===== config.mk =====
export PLATFORM = sky130hd
export DESIGN_NAME = asp_sram_host
export DESIGN_NICKNAME = d
export VERILOG_FILES = /design/src/inc/asp_pkg.sv /design/src/rtl/asp_interval.sv /design/src/rtl/asp_sram_host.sv
export SDC_FILE = /design/constraint.sdc
export NUM_CORES = 1
export LEC_CHECK = 0
export BUFFER_PORTS_ARGS = -buffer_cell sky130_fd_sc_hd__buf_2
export CAP_MARGIN = 20
export CORE_MARGIN = 2
export CORE_UTILIZATION = 49
export DETAILED_ROUTE_END_ITERATION = 10
export GPL_TIMING_DRIVEN = 0
export HOLD_SLACK_MARGIN = 0.05
export PLACE_DENSITY = 0.74
export SETUP_SLACK_MARGIN = 0.1
export SYNTH_ARGS = -nofsm -noshare
export SYNTH_HDL_FRONTEND = slang
export SYNTH_SLANG_ARGS = --single-unit

===== constraint.sdc =====
create_clock -name clk -period 2.4 [get_ports clk]
set_clock_uncertainty 0.05 [all_clocks]
set_input_delay 0.24 -clock clk [delete_from_list [all_inputs] [get_ports clk]]
set_output_delay 0.24 -clock clk [all_outputs]
set_load 0.1 [all_outputs]

===== src/inc/asp_pkg.sv =====
package asp_pkg;

    // ----------------------------------------
    // memory geometry
    // ----------------------------------------
    localparam int ADDR_W = 19;
    localparam int DATA_W = 8;
    localparam int DEPTH = 524288;

    // ----------------------------------------
    // clock and counter
    // ----------------------------------------
    localparam int CLK_PERIOD_PS = 10000;
    localparam int CNT_W = 5;

    // ----------------------------------------
    // pin timing in ns, index 0..2 = high, middle, low supply range
    // ----------------------------------------
    localparam int ADDRESS_ACCESS_DELAY_NS [0:2] = '{70, 85, 150};
    localparam int OUTPUT_HOLD_AFTER_ADDRESS_NS [0:2] = '{10, 10, 10};
    localparam int ADDRESS_SETUP_TO_WRITE_END_NS [0:2] = '{60, 75, 100};
    localparam int DATA_SETUP_TO_WRITE_END_NS [0:2] = '{30, 50, 80};
    localparam int WRITE_PULSE_WIDTH_NS [0:2] = '{50, 65, 100};
    localparam int WRITE_TO_FLOAT_DELAY_NS [0:2] = '{25, 35, 70};
    localparam int OUTPUT_OFF_TO_FLOAT_DELAY_NS [0:2] = '{25, 35, 50};
    localparam int DESELECT_TO_FLOAT_DELAY_NS [0:2] = '{25, 35, 50};
    localparam int ADDRESS_HOLD_AFTER_WRITE_NS = 0;
    localparam int ADDRESS_SETUP_TO_WRITE_START_NS = 0;

    // ----------------------------------------
    // controller states
    // ----------------------------------------
    typedef enum logic [2:0]
    {
        ASP_IDLE = 3'h0,
        ASP_RD = 3'h1,
        ASP_GAP = 3'h3,
        ASP_ARM = 3'h4,
        ASP_WR = 3'h6,
        ASP_HOLD = 3'h7
    } asp_state_t;

    // ----------------------------------------
    // carriers
    // ----------------------------------------
    typedef struct packed
    {
        logic write;
        logic [ADDR_W-1:0] addr;
        logic [DATA_W-1:0] wdata;
    } asp_req_t;

    typedef struct packed
    {
        logic sel_n;
        logic wr_n;
        logic out_n;
        logic [ADDR_W-1:0] addr;
    } asp_pins_t;

    localparam asp_pins_t PINS_RESET = '{sel_n: 1'b1, wr_n: 1'b1, out_n: 1'b1, addr: '0};

    // least time rounds up to whole cycles, never below one
    function automatic int cycles_up(input int ns);
        int c;
        c = (ns * 1000 + CLK_PERIOD_PS - 1) / CLK_PERIOD_PS;
        return (c < 1) ? 1 : c;
    endfunction : cycles_up

    function automatic int max2(input int a, input int b);
        return (a > b) ? a : b;
    endfunction : max2

endpackage : asp_pkg


===== src/rtl/asp_interval.sv =====
`timescale 1ns/100ps

module asp_interval #(
    parameter int W = 5
) (
    input wire logic clk, // system clock
    input wire logic resetn, // async reset, active low
    input wire logic load, // start a new interval
    input wire logic [W-1:0] load_val, // cycles minus one
    output logic [W-1:0] count, // cycles still to run
    output logic expired // interval over
);

    logic [W-1:0] count_reg;

    // ----------------------------------------
    // down counter, parks at zero
    // ----------------------------------------
    always_ff @(posedge clk or negedge resetn)
    begin
        if (!resetn)
            count_reg <= '0;
        else if (load)
            count_reg <= load_val;
        else if (count_reg != '0)
            count_reg <= count_reg - 1'b1;
    end

    assign count = count_reg;
    assign expired = (count_reg == '0);

endmodule : asp_interval


===== src/rtl/asp_sram_host.sv =====
`timescale 1ns/100ps

// Summary of operation
// - write happens while select and write strobe are both low.
// - read needs select and output strobe low, write strobe high.
// - write ends at first rise of select or write strobe.
// - data setup and hold count from the edge ending the write.
// - write with output strobe low lasts float delay plus data setup.
// - address stable 60, 75 or 100 ns before write ends.
// - write data valid 30, 50 or 80 ns before write ends.
// - address must not change before write ends; zero hold after.
// - address stable when write starts; zero setup before.
// - select-timed read needs address valid by select falling.
// - host must not drive data while device drives it.

module asp_sram_host #(
    parameter int SPEED_GRADE = 0, // 0 high, 1 middle, 2 low supply range
    parameter bit WRITE_END_BY_SELECT = 1'b0, // select ends writes
    parameter bit OUT_LOW_WRITES = 1'b0 // output strobe stays low in writes
) (
    input wire logic clk, // system clock, 100 MHz
    input wire logic resetn, // async reset, active low
    input wire logic req_valid, // request offered
    input wire asp_pkg::asp_req_t req, // request contents
    output logic req_ready, // request can be taken
    output logic rsp_valid, // read data pulse
    output logic [asp_pkg::DATA_W-1:0] rsp_rdata, // read data
    output logic wr_done, // write finished pulse
    output logic standby, // memory deselected
    output asp_pkg::asp_pins_t pins, // address and strobes
    output logic [asp_pkg::DATA_W-1:0] mem_wdata, // data to memory
    output logic data_oe_n, // data enable, low drives
    input wire logic [asp_pkg::DATA_W-1:0] mem_rdata // data from memory
);

    // ----------------------------------------
    // cycle counts for the chosen supply range
    // ----------------------------------------
    localparam int ACC_CYC =
        asp_pkg::cycles_up(asp_pkg::ADDRESS_ACCESS_DELAY_NS[SPEED_GRADE]);
    localparam int AW_CYC =
        asp_pkg::cycles_up(asp_pkg::ADDRESS_SETUP_TO_WRITE_END_NS[SPEED_GRADE]);
    localparam int SD_CYC =
        asp_pkg::cycles_up(asp_pkg::DATA_SETUP_TO_WRITE_END_NS[SPEED_GRADE]);
    localparam int PWE_CYC =
        asp_pkg::cycles_up(asp_pkg::WRITE_PULSE_WIDTH_NS[SPEED_GRADE]);
    localparam int HZWE_CYC =
        asp_pkg::cycles_up(asp_pkg::WRITE_TO_FLOAT_DELAY_NS[SPEED_GRADE]);
    localparam int HZOE_CYC =
        asp_pkg::cycles_up(asp_pkg::OUTPUT_OFF_TO_FLOAT_DELAY_NS[SPEED_GRADE]);
    localparam int HZCE_CYC =
        asp_pkg::cycles_up(asp_pkg::DESELECT_TO_FLOAT_DELAY_NS[SPEED_GRADE]);
    localparam int GAP_CYC = asp_pkg::max2(HZOE_CYC, HZCE_CYC);
    localparam int WR_BASE = asp_pkg::max2(asp_pkg::max2(AW_CYC, PWE_CYC), SD_CYC);
    localparam int WR_CYC =
        OUT_LOW_WRITES ? asp_pkg::max2(WR_BASE, HZWE_CYC + SD_CYC) : WR_BASE;

    localparam logic [asp_pkg::CNT_W-1:0] ACC_LD = asp_pkg::CNT_W'(ACC_CYC - 1);
    localparam logic [asp_pkg::CNT_W-1:0] GAP_LD = asp_pkg::CNT_W'(GAP_CYC - 1);
    localparam logic [asp_pkg::CNT_W-1:0] WR_LD = asp_pkg::CNT_W'(WR_CYC - 1);
    localparam logic [asp_pkg::CNT_W-1:0] SD_LEFT = asp_pkg::CNT_W'(SD_CYC);
    localparam logic [asp_pkg::CNT_W-1:0] ONE_LEFT = asp_pkg::CNT_W'(1);

    // ----------------------------------------
    // state
    // ----------------------------------------
    asp_pkg::asp_state_t st_reg;
    asp_pkg::asp_state_t st_next;
    asp_pkg::asp_pins_t pins_reg;
    asp_pkg::asp_pins_t pins_next;
    asp_pkg::asp_req_t cur_reg;
    asp_pkg::asp_req_t cur_next;
    logic wpend_reg;
    logic wpend_next;
    logic [asp_pkg::DATA_W-1:0] dout_reg;
    logic [asp_pkg::DATA_W-1:0] dout_next;
    logic doe_n_reg;
    logic doe_n_next;
    logic ready_reg;
    logic ready_next;
    logic rsp_valid_reg;
    logic [asp_pkg::DATA_W-1:0] rdata_reg;
    logic wr_done_reg;
    logic standby_reg;

    logic take;
    logic cnt_load;
    logic [asp_pkg::CNT_W-1:0] cnt_val;
    logic [asp_pkg::CNT_W-1:0] cnt;
    logic expired;

    assign take = req_valid && ready_reg;

    // ----------------------------------------
    // interval timer
    // ----------------------------------------
    asp_interval #(
        .W(asp_pkg::CNT_W)
    ) u_interval (
        .clk(clk),
        .resetn(resetn),
        .load(cnt_load),
        .load_val(cnt_val),
        .count(cnt),
        .expired(expired)
    );

    // ----------------------------------------
    // sequencing
    // ----------------------------------------
    always_comb
    begin
        st_next = st_reg;
        pins_next = pins_reg;
        cur_next = cur_reg;
        wpend_next = wpend_reg;
        dout_next = dout_reg;
        doe_n_next = doe_n_reg;
        cnt_load = 1'b0;
        cnt_val = '0;
        unique case (st_reg)
            asp_pkg::ASP_IDLE:
            begin
                if (take && req.write)
                begin
                    // address and first strobe move together: zero setup
                    cur_next = req;
                    pins_next.addr = req.addr;
                    pins_next.sel_n = WRITE_END_BY_SELECT;
                    pins_next.wr_n = !WRITE_END_BY_SELECT;
                    pins_next.out_n = !OUT_LOW_WRITES;
                    dout_next = req.wdata;
                    doe_n_next = OUT_LOW_WRITES;
                    st_next = asp_pkg::ASP_ARM;
                end
                else if (take)
                begin
                    cur_next = req;
                    pins_next.addr = req.addr;
                    pins_next.sel_n = 1'b0;
                    pins_next.out_n = 1'b0;
                    pins_next.wr_n = 1'b1;
                    doe_n_next = 1'b1;
                    cnt_load = 1'b1;
                    cnt_val = ACC_LD;
                    st_next = asp_pkg::ASP_RD;
                end
            end
            asp_pkg::ASP_RD:
            begin
                if (expired && take && !req.write)
                begin
                    // back to back reads keep select low, only address moves
                    cur_next = req;
                    pins_next.addr = req.addr;
                    cnt_load = 1'b1;
                    cnt_val = ACC_LD;
                end
                else if (expired)
                begin
                    // a write must wait until the memory lets go of the bus
                    if (take)
                    begin
                        cur_next = req;
                        wpend_next = 1'b1;
                    end
                    pins_next.sel_n = 1'b1;
                    pins_next.out_n = 1'b1;
                    cnt_load = 1'b1;
                    cnt_val = GAP_LD;
                    st_next = asp_pkg::ASP_GAP;
                end
            end
            asp_pkg::ASP_GAP:
            begin
                if (expired && wpend_reg)
                begin
                    wpend_next = 1'b0;
                    pins_next.addr = cur_reg.addr;
                    pins_next.sel_n = WRITE_END_BY_SELECT;
                    pins_next.wr_n = !WRITE_END_BY_SELECT;
                    pins_next.out_n = !OUT_LOW_WRITES;
                    dout_next = cur_reg.wdata;
                    doe_n_next = OUT_LOW_WRITES;
                    st_next = asp_pkg::ASP_ARM;
                end
                else if (expired)
                begin
                    st_next = asp_pkg::ASP_IDLE;
                end
            end
            asp_pkg::ASP_ARM:
            begin
                // second strobe falls: the write interval opens here
                pins_next.sel_n = 1'b0;
                pins_next.wr_n = 1'b0;
                cnt_load = 1'b1;
                cnt_val = WR_LD;
                st_next = asp_pkg::ASP_WR;
            end
            asp_pkg::ASP_WR:
            begin
                // with output strobe low the memory drives until it floats
                if (OUT_LOW_WRITES && cnt <= SD_LEFT)
                begin
                    doe_n_next = 1'b0;
                end
                if (expired)
                begin
                    pins_next.sel_n = 1'b1;
                    pins_next.wr_n = !WRITE_END_BY_SELECT;
                    st_next = asp_pkg::ASP_HOLD;
                end
            end
            asp_pkg::ASP_HOLD:
            begin
                // data and address held one cycle past the ending edge
                pins_next.sel_n = 1'b1;
                pins_next.wr_n = 1'b1;
                pins_next.out_n = 1'b1;
                doe_n_next = 1'b1;
                st_next = asp_pkg::ASP_IDLE;
            end
            default:
            begin
                pins_next.sel_n = 1'b1;
                pins_next.wr_n = 1'b1;
                pins_next.out_n = 1'b1;
                doe_n_next = 1'b1;
                wpend_next = 1'b0;
                st_next = asp_pkg::ASP_IDLE;
            end
        endcase
    end

    // ready is predicted one cycle ahead so it can come from a flop
    always_comb
    begin
        ready_next = (st_next == asp_pkg::ASP_IDLE) ||
            (st_reg == asp_pkg::ASP_RD && !expired && cnt == ONE_LEFT);
    end

    // ----------------------------------------
    // state and pin registers
    // ----------------------------------------
    always_ff @(posedge clk or negedge resetn)
    begin
        if (!resetn)
            st_reg <= asp_pkg::ASP_IDLE;
        else
            st_reg <= st_next;
    end

    always_ff @(posedge clk or negedge resetn)
    begin
        if (!resetn)
            pins_reg <= asp_pkg::PINS_RESET;
        else
            pins_reg <= pins_next;
    end

    always_ff @(posedge clk or negedge resetn)
    begin
        if (!resetn)
        begin
            dout_reg <= '0;
            doe_n_reg <= 1'b1;
        end
        else
        begin
            dout_reg <= dout_next;
            doe_n_reg <= doe_n_next;
        end
    end

    always_ff @(posedge clk or negedge resetn)
    begin
        if (!resetn)
        begin
            cur_reg <= '0;
            wpend_reg <= 1'b0;
        end
        else
        begin
            cur_reg <= cur_next;
            wpend_reg <= wpend_next;
        end
    end

    // ----------------------------------------
    // user side answers
    // ----------------------------------------
    always_ff @(posedge clk or negedge resetn)
    begin
        if (!resetn)
            ready_reg <= 1'b0;
        else
            ready_reg <= ready_next;
    end

    // sampled at the edge closing the access window
    always_ff @(posedge clk or negedge resetn)
    begin
        if (!resetn)
        begin
            rsp_valid_reg <= 1'b0;
            rdata_reg <= '0;
        end
        else
        begin
            rsp_valid_reg <= (st_reg == asp_pkg::ASP_RD) && expired;
            if (st_reg == asp_pkg::ASP_RD && expired)
                rdata_reg <= mem_rdata;
        end
    end

    always_ff @(posedge clk or negedge resetn)
    begin
        if (!resetn)
        begin
            wr_done_reg <= 1'b0;
            standby_reg <= 1'b1;
        end
        else
        begin
            wr_done_reg <= (st_reg == asp_pkg::ASP_HOLD);
            standby_reg <= pins_next.sel_n;
        end
    end

    assign req_ready = ready_reg;
    assign rsp_valid = rsp_valid_reg;
    assign rsp_rdata = rdata_reg;
    assign wr_done = wr_done_reg;
    assign standby = standby_reg;
    assign pins = pins_reg;
    assign mem_wdata = dout_reg;
    assign data_oe_n = doe_n_reg;

endmodule : asp_sram_host


Word level (Yosys, flattened, before mapping)
Index checks and enable logic that the tools add are counted.
{"block": "op_classes", "eq_ne": 15, "n_addsub": 1, "bitwise": 4, "n_reduce_logical": 30, "n_mux": 46}
{"operator": "$mux 28", "count": 4}
{"operator": "$mux 22", "count": 3}
{"operator": "$pmux 19 s3", "count": 1}
{"operator": "$pmux 28 s2", "count": 1}
{"operator": "$mux 3", "count": 10}
{"operator": "$mux 19", "count": 1}
{"operator": "$mux 8", "count": 2}
{"operator": "$pmux 8 s2", "count": 1}
{"operator": "$pmux 3 s5", "count": 1}
{"operator": "$reduce_and 5->1", "count": 3}
{"operator": "$ne 2x2->1 const B", "count": 7}
{"operator": "$mux 1", "count": 11}
{"operator": "$mux 5", "count": 2}
{"operator": "$pmux 1 s5", "count": 2}
{"operator": "$eq 3x3->1 const B", "count": 3}
{"operator": "$pmux 1 s3", "count": 3}
{"operator": "$pmux 3 s3", "count": 1}
{"operator": "$logic_and 1x1->1", "count": 8}
{"operator": "$reduce_and 4->1", "count": 2}
{"operator": "$logic_not 3->1", "count": 2}
{"operator": "$ne 3x3->1 const B", "count": 2}
{"operator": "$reduce_and 3->1", "count": 2}
{"operator": "$reduce_bool 2->1", "count": 3}
{"operator": "$eq 5x1->1 const B", "count": 1}
{"operator": "other kinds (15)", "count": 20}
{"block": "word_totals", "wordCells": 112, "output_inout_bits": 43, "register_bits": 79, "in_bits": 39}

Longest topological paths before layout
{"block": "depth", "depth_word": 7, "depth_mapped": 9, "depth_no_buf": 6}

Hierarchy
From an unflattened synthesis, not the netlist that was laid out.
{"block": "unflattened", "cells_unflattened": 295, "area_unflattened_um2": 3682.3}
{"mod": "asp_sram_host", "area_each_um2": 3403.3, "seq_area_each_um2": 1831.8, "cells_per_inst": 268, "n_inst": 1}
{"mod": "asp_interval", "area_each_um2": 279.0, "seq_area_each_um2": 125.1, "cells_per_inst": 27, "n_inst": 1}

Least setup slack after synthesis
No wires, ideal clock.
{"block": "synth_timing", "kind": "reg-to-reg", "start": "register u_interval.count_reg[0], in the netlist u_interval.count[0]", "end": "register cur_reg[0] (netlist name)", "setup_time_ns": 0.125, "path_buffers": 3, "setup_slack_ns": 0.053, "stages_incl_launch_ff": 10, "arrival_ns": 2.172, "path_cell_list": "dfrtp_1 inv_1 ha_1 or4b_1 buf_2 a21oi_2 nor3b_2 buf_6 buf_12 mux2_4"}
{"block": "synth_between", "elab_chain_len": 5, "word_cells_on_any_way": 7}
{"item": "start, declared", "line_no": "asp_interval.sv:14", "text": "logic [W-1:0] count_reg;"}
{"item": "start signal, assigned", "line_no": "asp_interval.sv:24", "text": "count_reg <= load_val;"}
{"item": "start signal, assigned", "line_no": "asp_interval.sv:26", "text": "count_reg <= count_reg - 1'b1;"}
{"item": "$logic_not 5->1 (*)", "line_no": "asp_interval.sv:30", "text": "assign expired = (count_reg == '0);"}
{"item": "$logic_and 1x1->1 (2 in series)", "line_no": "asp_sram_host.sv:151", "text": "if (expired && take && !req.write)"}
{"item": "$mux 28 or $ne 3x3->1 (tied branches)"}
{"item": "$pmux 28 s2 or $reduce_and 2->1 (tied branches)"}
{"item": "end signal, assigned", "line_no": "asp_sram_host.sv:285", "text": "cur_reg <= cur_next;"}
{"item": "end, declared", "line_no": "asp_sram_host.sv:71", "text": "asp_pkg::asp_req_t cur_reg;"}
Every way passes the cells marked *; elsewhere a longest branch is shown, timed or not.
A chain may end at the register's enable or synchronous reset.

Worst setup path in the final report
{"block": "layout_timing", "start": "register u_interval.count_reg[0], in the netlist u_interval.count[0]", "end": "register cur_reg[9] (netlist name)"}
The elaborated chain is that of the path after synthesis.

==> key figures <==
Floorplan
  – Initial Util: 51.13%
  – I/O pins: 82
  – Die Y: 91.23 um
  – Core area: 7292 um2
  – Area of the die: 8323 um2
  – Rows: 31
  – Die span in x: 91.23 um

CTS
  – H-tree depth: 3
  – Max clock buf depth: 2
  – CTS buffer count: 9
  – Clk_lat worst skew: 0.34 ns
  – CTS sink count: 78
  – Reg clk slew, reported paths: 0.08 ns
  – Root Buffer: clkbuf_8
  – TritonCTS clock tree: yes

GRT
  – Met3 Usage GRT: 4.647%
  – Largest net degree at the start of global routing: 69
  – Tot GR Track Use: 19.44%
  – Most Crowded Layer GR: met2
  – Met1 Use GR: 26.72%
  – Overflow after GRT: 0
  – Vias in the first global route: 2533
  – Global routing usage on met2: 30.43%
  – Global-route wire length before repair: 12710 um
  – Antenna violations before repair: 0

Synth
  – Synth Register Bits: 78
  – Mapped Cells: 275
  – Number of synthesized flops with an enable pin: 0
  – Distinct cell type count after synthesis: 48
  – Top post-synthesis cells by count: dfrtp_1, mux2_2, mux2_4
  – Cell taking the most area after synthesis: dfrtp_1
  – Synth warn: 0
  – Sequential element share of the synthesized area: 52.48%
  – Ys flop type: dfrtp_1
  – Area fraction of the dominant cell type after synthesis: 49.66%
  – Synth top area cells: dfrtp_1, mux2_2, mux2_4
  – Mapped Area: 3729 um2
  – Most common cell in the netlist: dfrtp_1
  – Post-Syn Nets: 317
  – FFs w/ async S/R, synth: 100.0%
  – Avg Cell Area, Syn: 13.56 um2

Routing
  – Router iterations before antenna repair: 4
  – Via count: 2619
  – WL/cell: 15.75 um
  – DR iter-0 viols: 129
  – Routed Antenna Nets: 0
  – Via-to-Cell Ratio: 5.259
  – Detailed-route wire length: 7843 um
  – DRC errors left: 0

Worst hold path
  – Class of the worst hold path: input pin to register

STA
  – Fin crit period: 2.434 ns
  – Fmax achieved: 0.4109 GHz
  – Max Slew Vio Count: 0
  – RSZ-0062 raised after global routing: true
  – PnR worst setup slack: -0.03390 ns
  – Fin. Hold Viols: 0
  – Setup violators final: 26
  – Slew HR: 64.25%
  – Slew @ Worst Pin: 0.5363 ns
  – Final period utilization: 101.4%

Finish
  – Cell Count, Final, Fillers Out: 498
  – Filler instances: 534
  – Max FFs per register: 27
  – Share of layout cells above drive strength 1: 59.65%
  – Final #Nets: 437
  – N_diodes: 0
  – P&R area growth vs syn: 32.45%

Critical path
  – CP Data Arrival Time: 2.61 ns
  – Kind of critical path: register to register
  – Crit path capture type: register
  – Data required, critical path: 2.57 ns
  – Critical Path Source Type: register
  – Max Fanout on Critical Path: 5

Run status
  – Status: finished with violations
  – Failing checks: setup timing

Job
  – Max-cap viol count: 0

Placement
  – DPL Wire Length: 4960 um
  – Placed Cells: 456
  – Placer Congestion: 0.9006
  – Port Buffers: 81
-- area by class of cell --
class                      count  area (um2)  area share [%]
tap                           99       123.9           2.508
multi-input combinational    179        1720           34.84
sequential                    78        1959           39.68
timing repair buffer         109       764.5           15.48
inverter                       5       18.77          0.3800
clock inverter                 4       95.09           1.926
buffer                        13       115.1           2.331
clock buffer                  11       141.4           2.863
-- layout by cell type, fill, tap and decap left out, types with 3 or more instances in the layout --
cell type / count
dfrtp_1: 72
nor3_1: 8
mux2_2: 65
o22ai_1: 3
a211oi_1: 3
a21oi_1: 7
inv_1: 3
clkbuf_1: 5
nor2_1: 11
o21ai_0: 8
dfstp_2: 4
buf_2: 82
nand2_1: 11
buf_12: 7
bufinv_16: 3
clkbuf_8: 10
mux2_4: 24
buf_16: 3
buf_4: 19
buf_6: 3
-- layer usage --
| metal | vias up | share of wire [%] |
|---|---|---|
| li1 | 1241 | - |
| met1 | 1277 | 43 |
| met2 | 93 | 50 |
| met3 | 8 | 5.5 |
| met4 | 0 | 1.2 |
| met5 | - | 0 |
-- worst paths after layout --
| path | start | cells after the start | to | slack, ns |
|---|---|---|---|---|
| max | u_interval.count[0] | 10 | cur_reg[9] | -0.03 |
| min | mem_rdata[0] | 2 | rsp_rdata[0] | 0.07 |
| max reg2reg | u_interval.count[0] | 10 | cur_reg[9] | -0.03 |
| min reg2reg | pins[16] | 1 | pins[16] | 0.45 |
| max in group asynchronous | resetn | 3 | pins[20] | 1.44 |
| min in group asynchronous | resetn | 2 | pins[9] | 0.24 |
-- logic make-up (layout without fill, tap and decap cells) --
| kind of cell | after synthesis | after routing | share of synthesized area (%) |
|---|---|---|---|
| AND/OR/NAND/NOR | 46 | 46 | 6.745 |
| AO/OA/AOI/OAI | 38 | 38 | 6.880 |
| adder cells (fa/ha/maj) | 3 | 3 | 1.007 |
| flip-flops | 78 | 78 | 52.48 |
| multiplexers | 89 | 89 | 28.89 |
| XOR/XNOR | 3 | 3 | 0.7048 |
| buffers and inverters | 18 | 142 | 3.289 |
-- metrics by stage --
step / setup slack, ns / hold slack, ns / cell area, um2 / utilization (%) / setup TNS (ns)
after detailed placement: -0.1655 / 0.04207 / 4312 / 59.13 / -3.024
after global placement: -0.1282 / 0.4221 / 4282 / 58.72 / -2.024
after floorplan: 0.1035 / -0.1056 / 3752 / - / 0
after CTS: 0.001898 / 0.05637 / 4768 / 65.39 / 0
final: -0.03390 / 0.07250 / 4938 / 67.72 / -0.4459
after global routing: -0.08924 / 0.05830 / 4938 / 67.72 / -1.853
-- worst max-delay path, stage by stage (launching register included) --
cell,delay [ns]
dfrtp_2,0.42
inv_2,0.08
ha_4,0.12
or4b_4,0.46
buf_6,0.14
a21oi_4,0.15
nor3b_4,0.20
buf_6,0.15
buf_12,0.12
buf_12,0.11
mux2_4,0.30
-- timing repair --
action / 4_1_cts / 5_1_grt
hold buffers: 1 / 0
buffers inserted: 10 / 13
cloned: 2 / 1
hold endpoints to repair: 74 / 0
pin swaps: 1 / 3
endpoints found under the setup margin: 58 / 46
resized for setup: 9 / 8
Power is not shown: default switching activity piles up to over one toggle a cycle in this logic, so the estimate is an artifact.
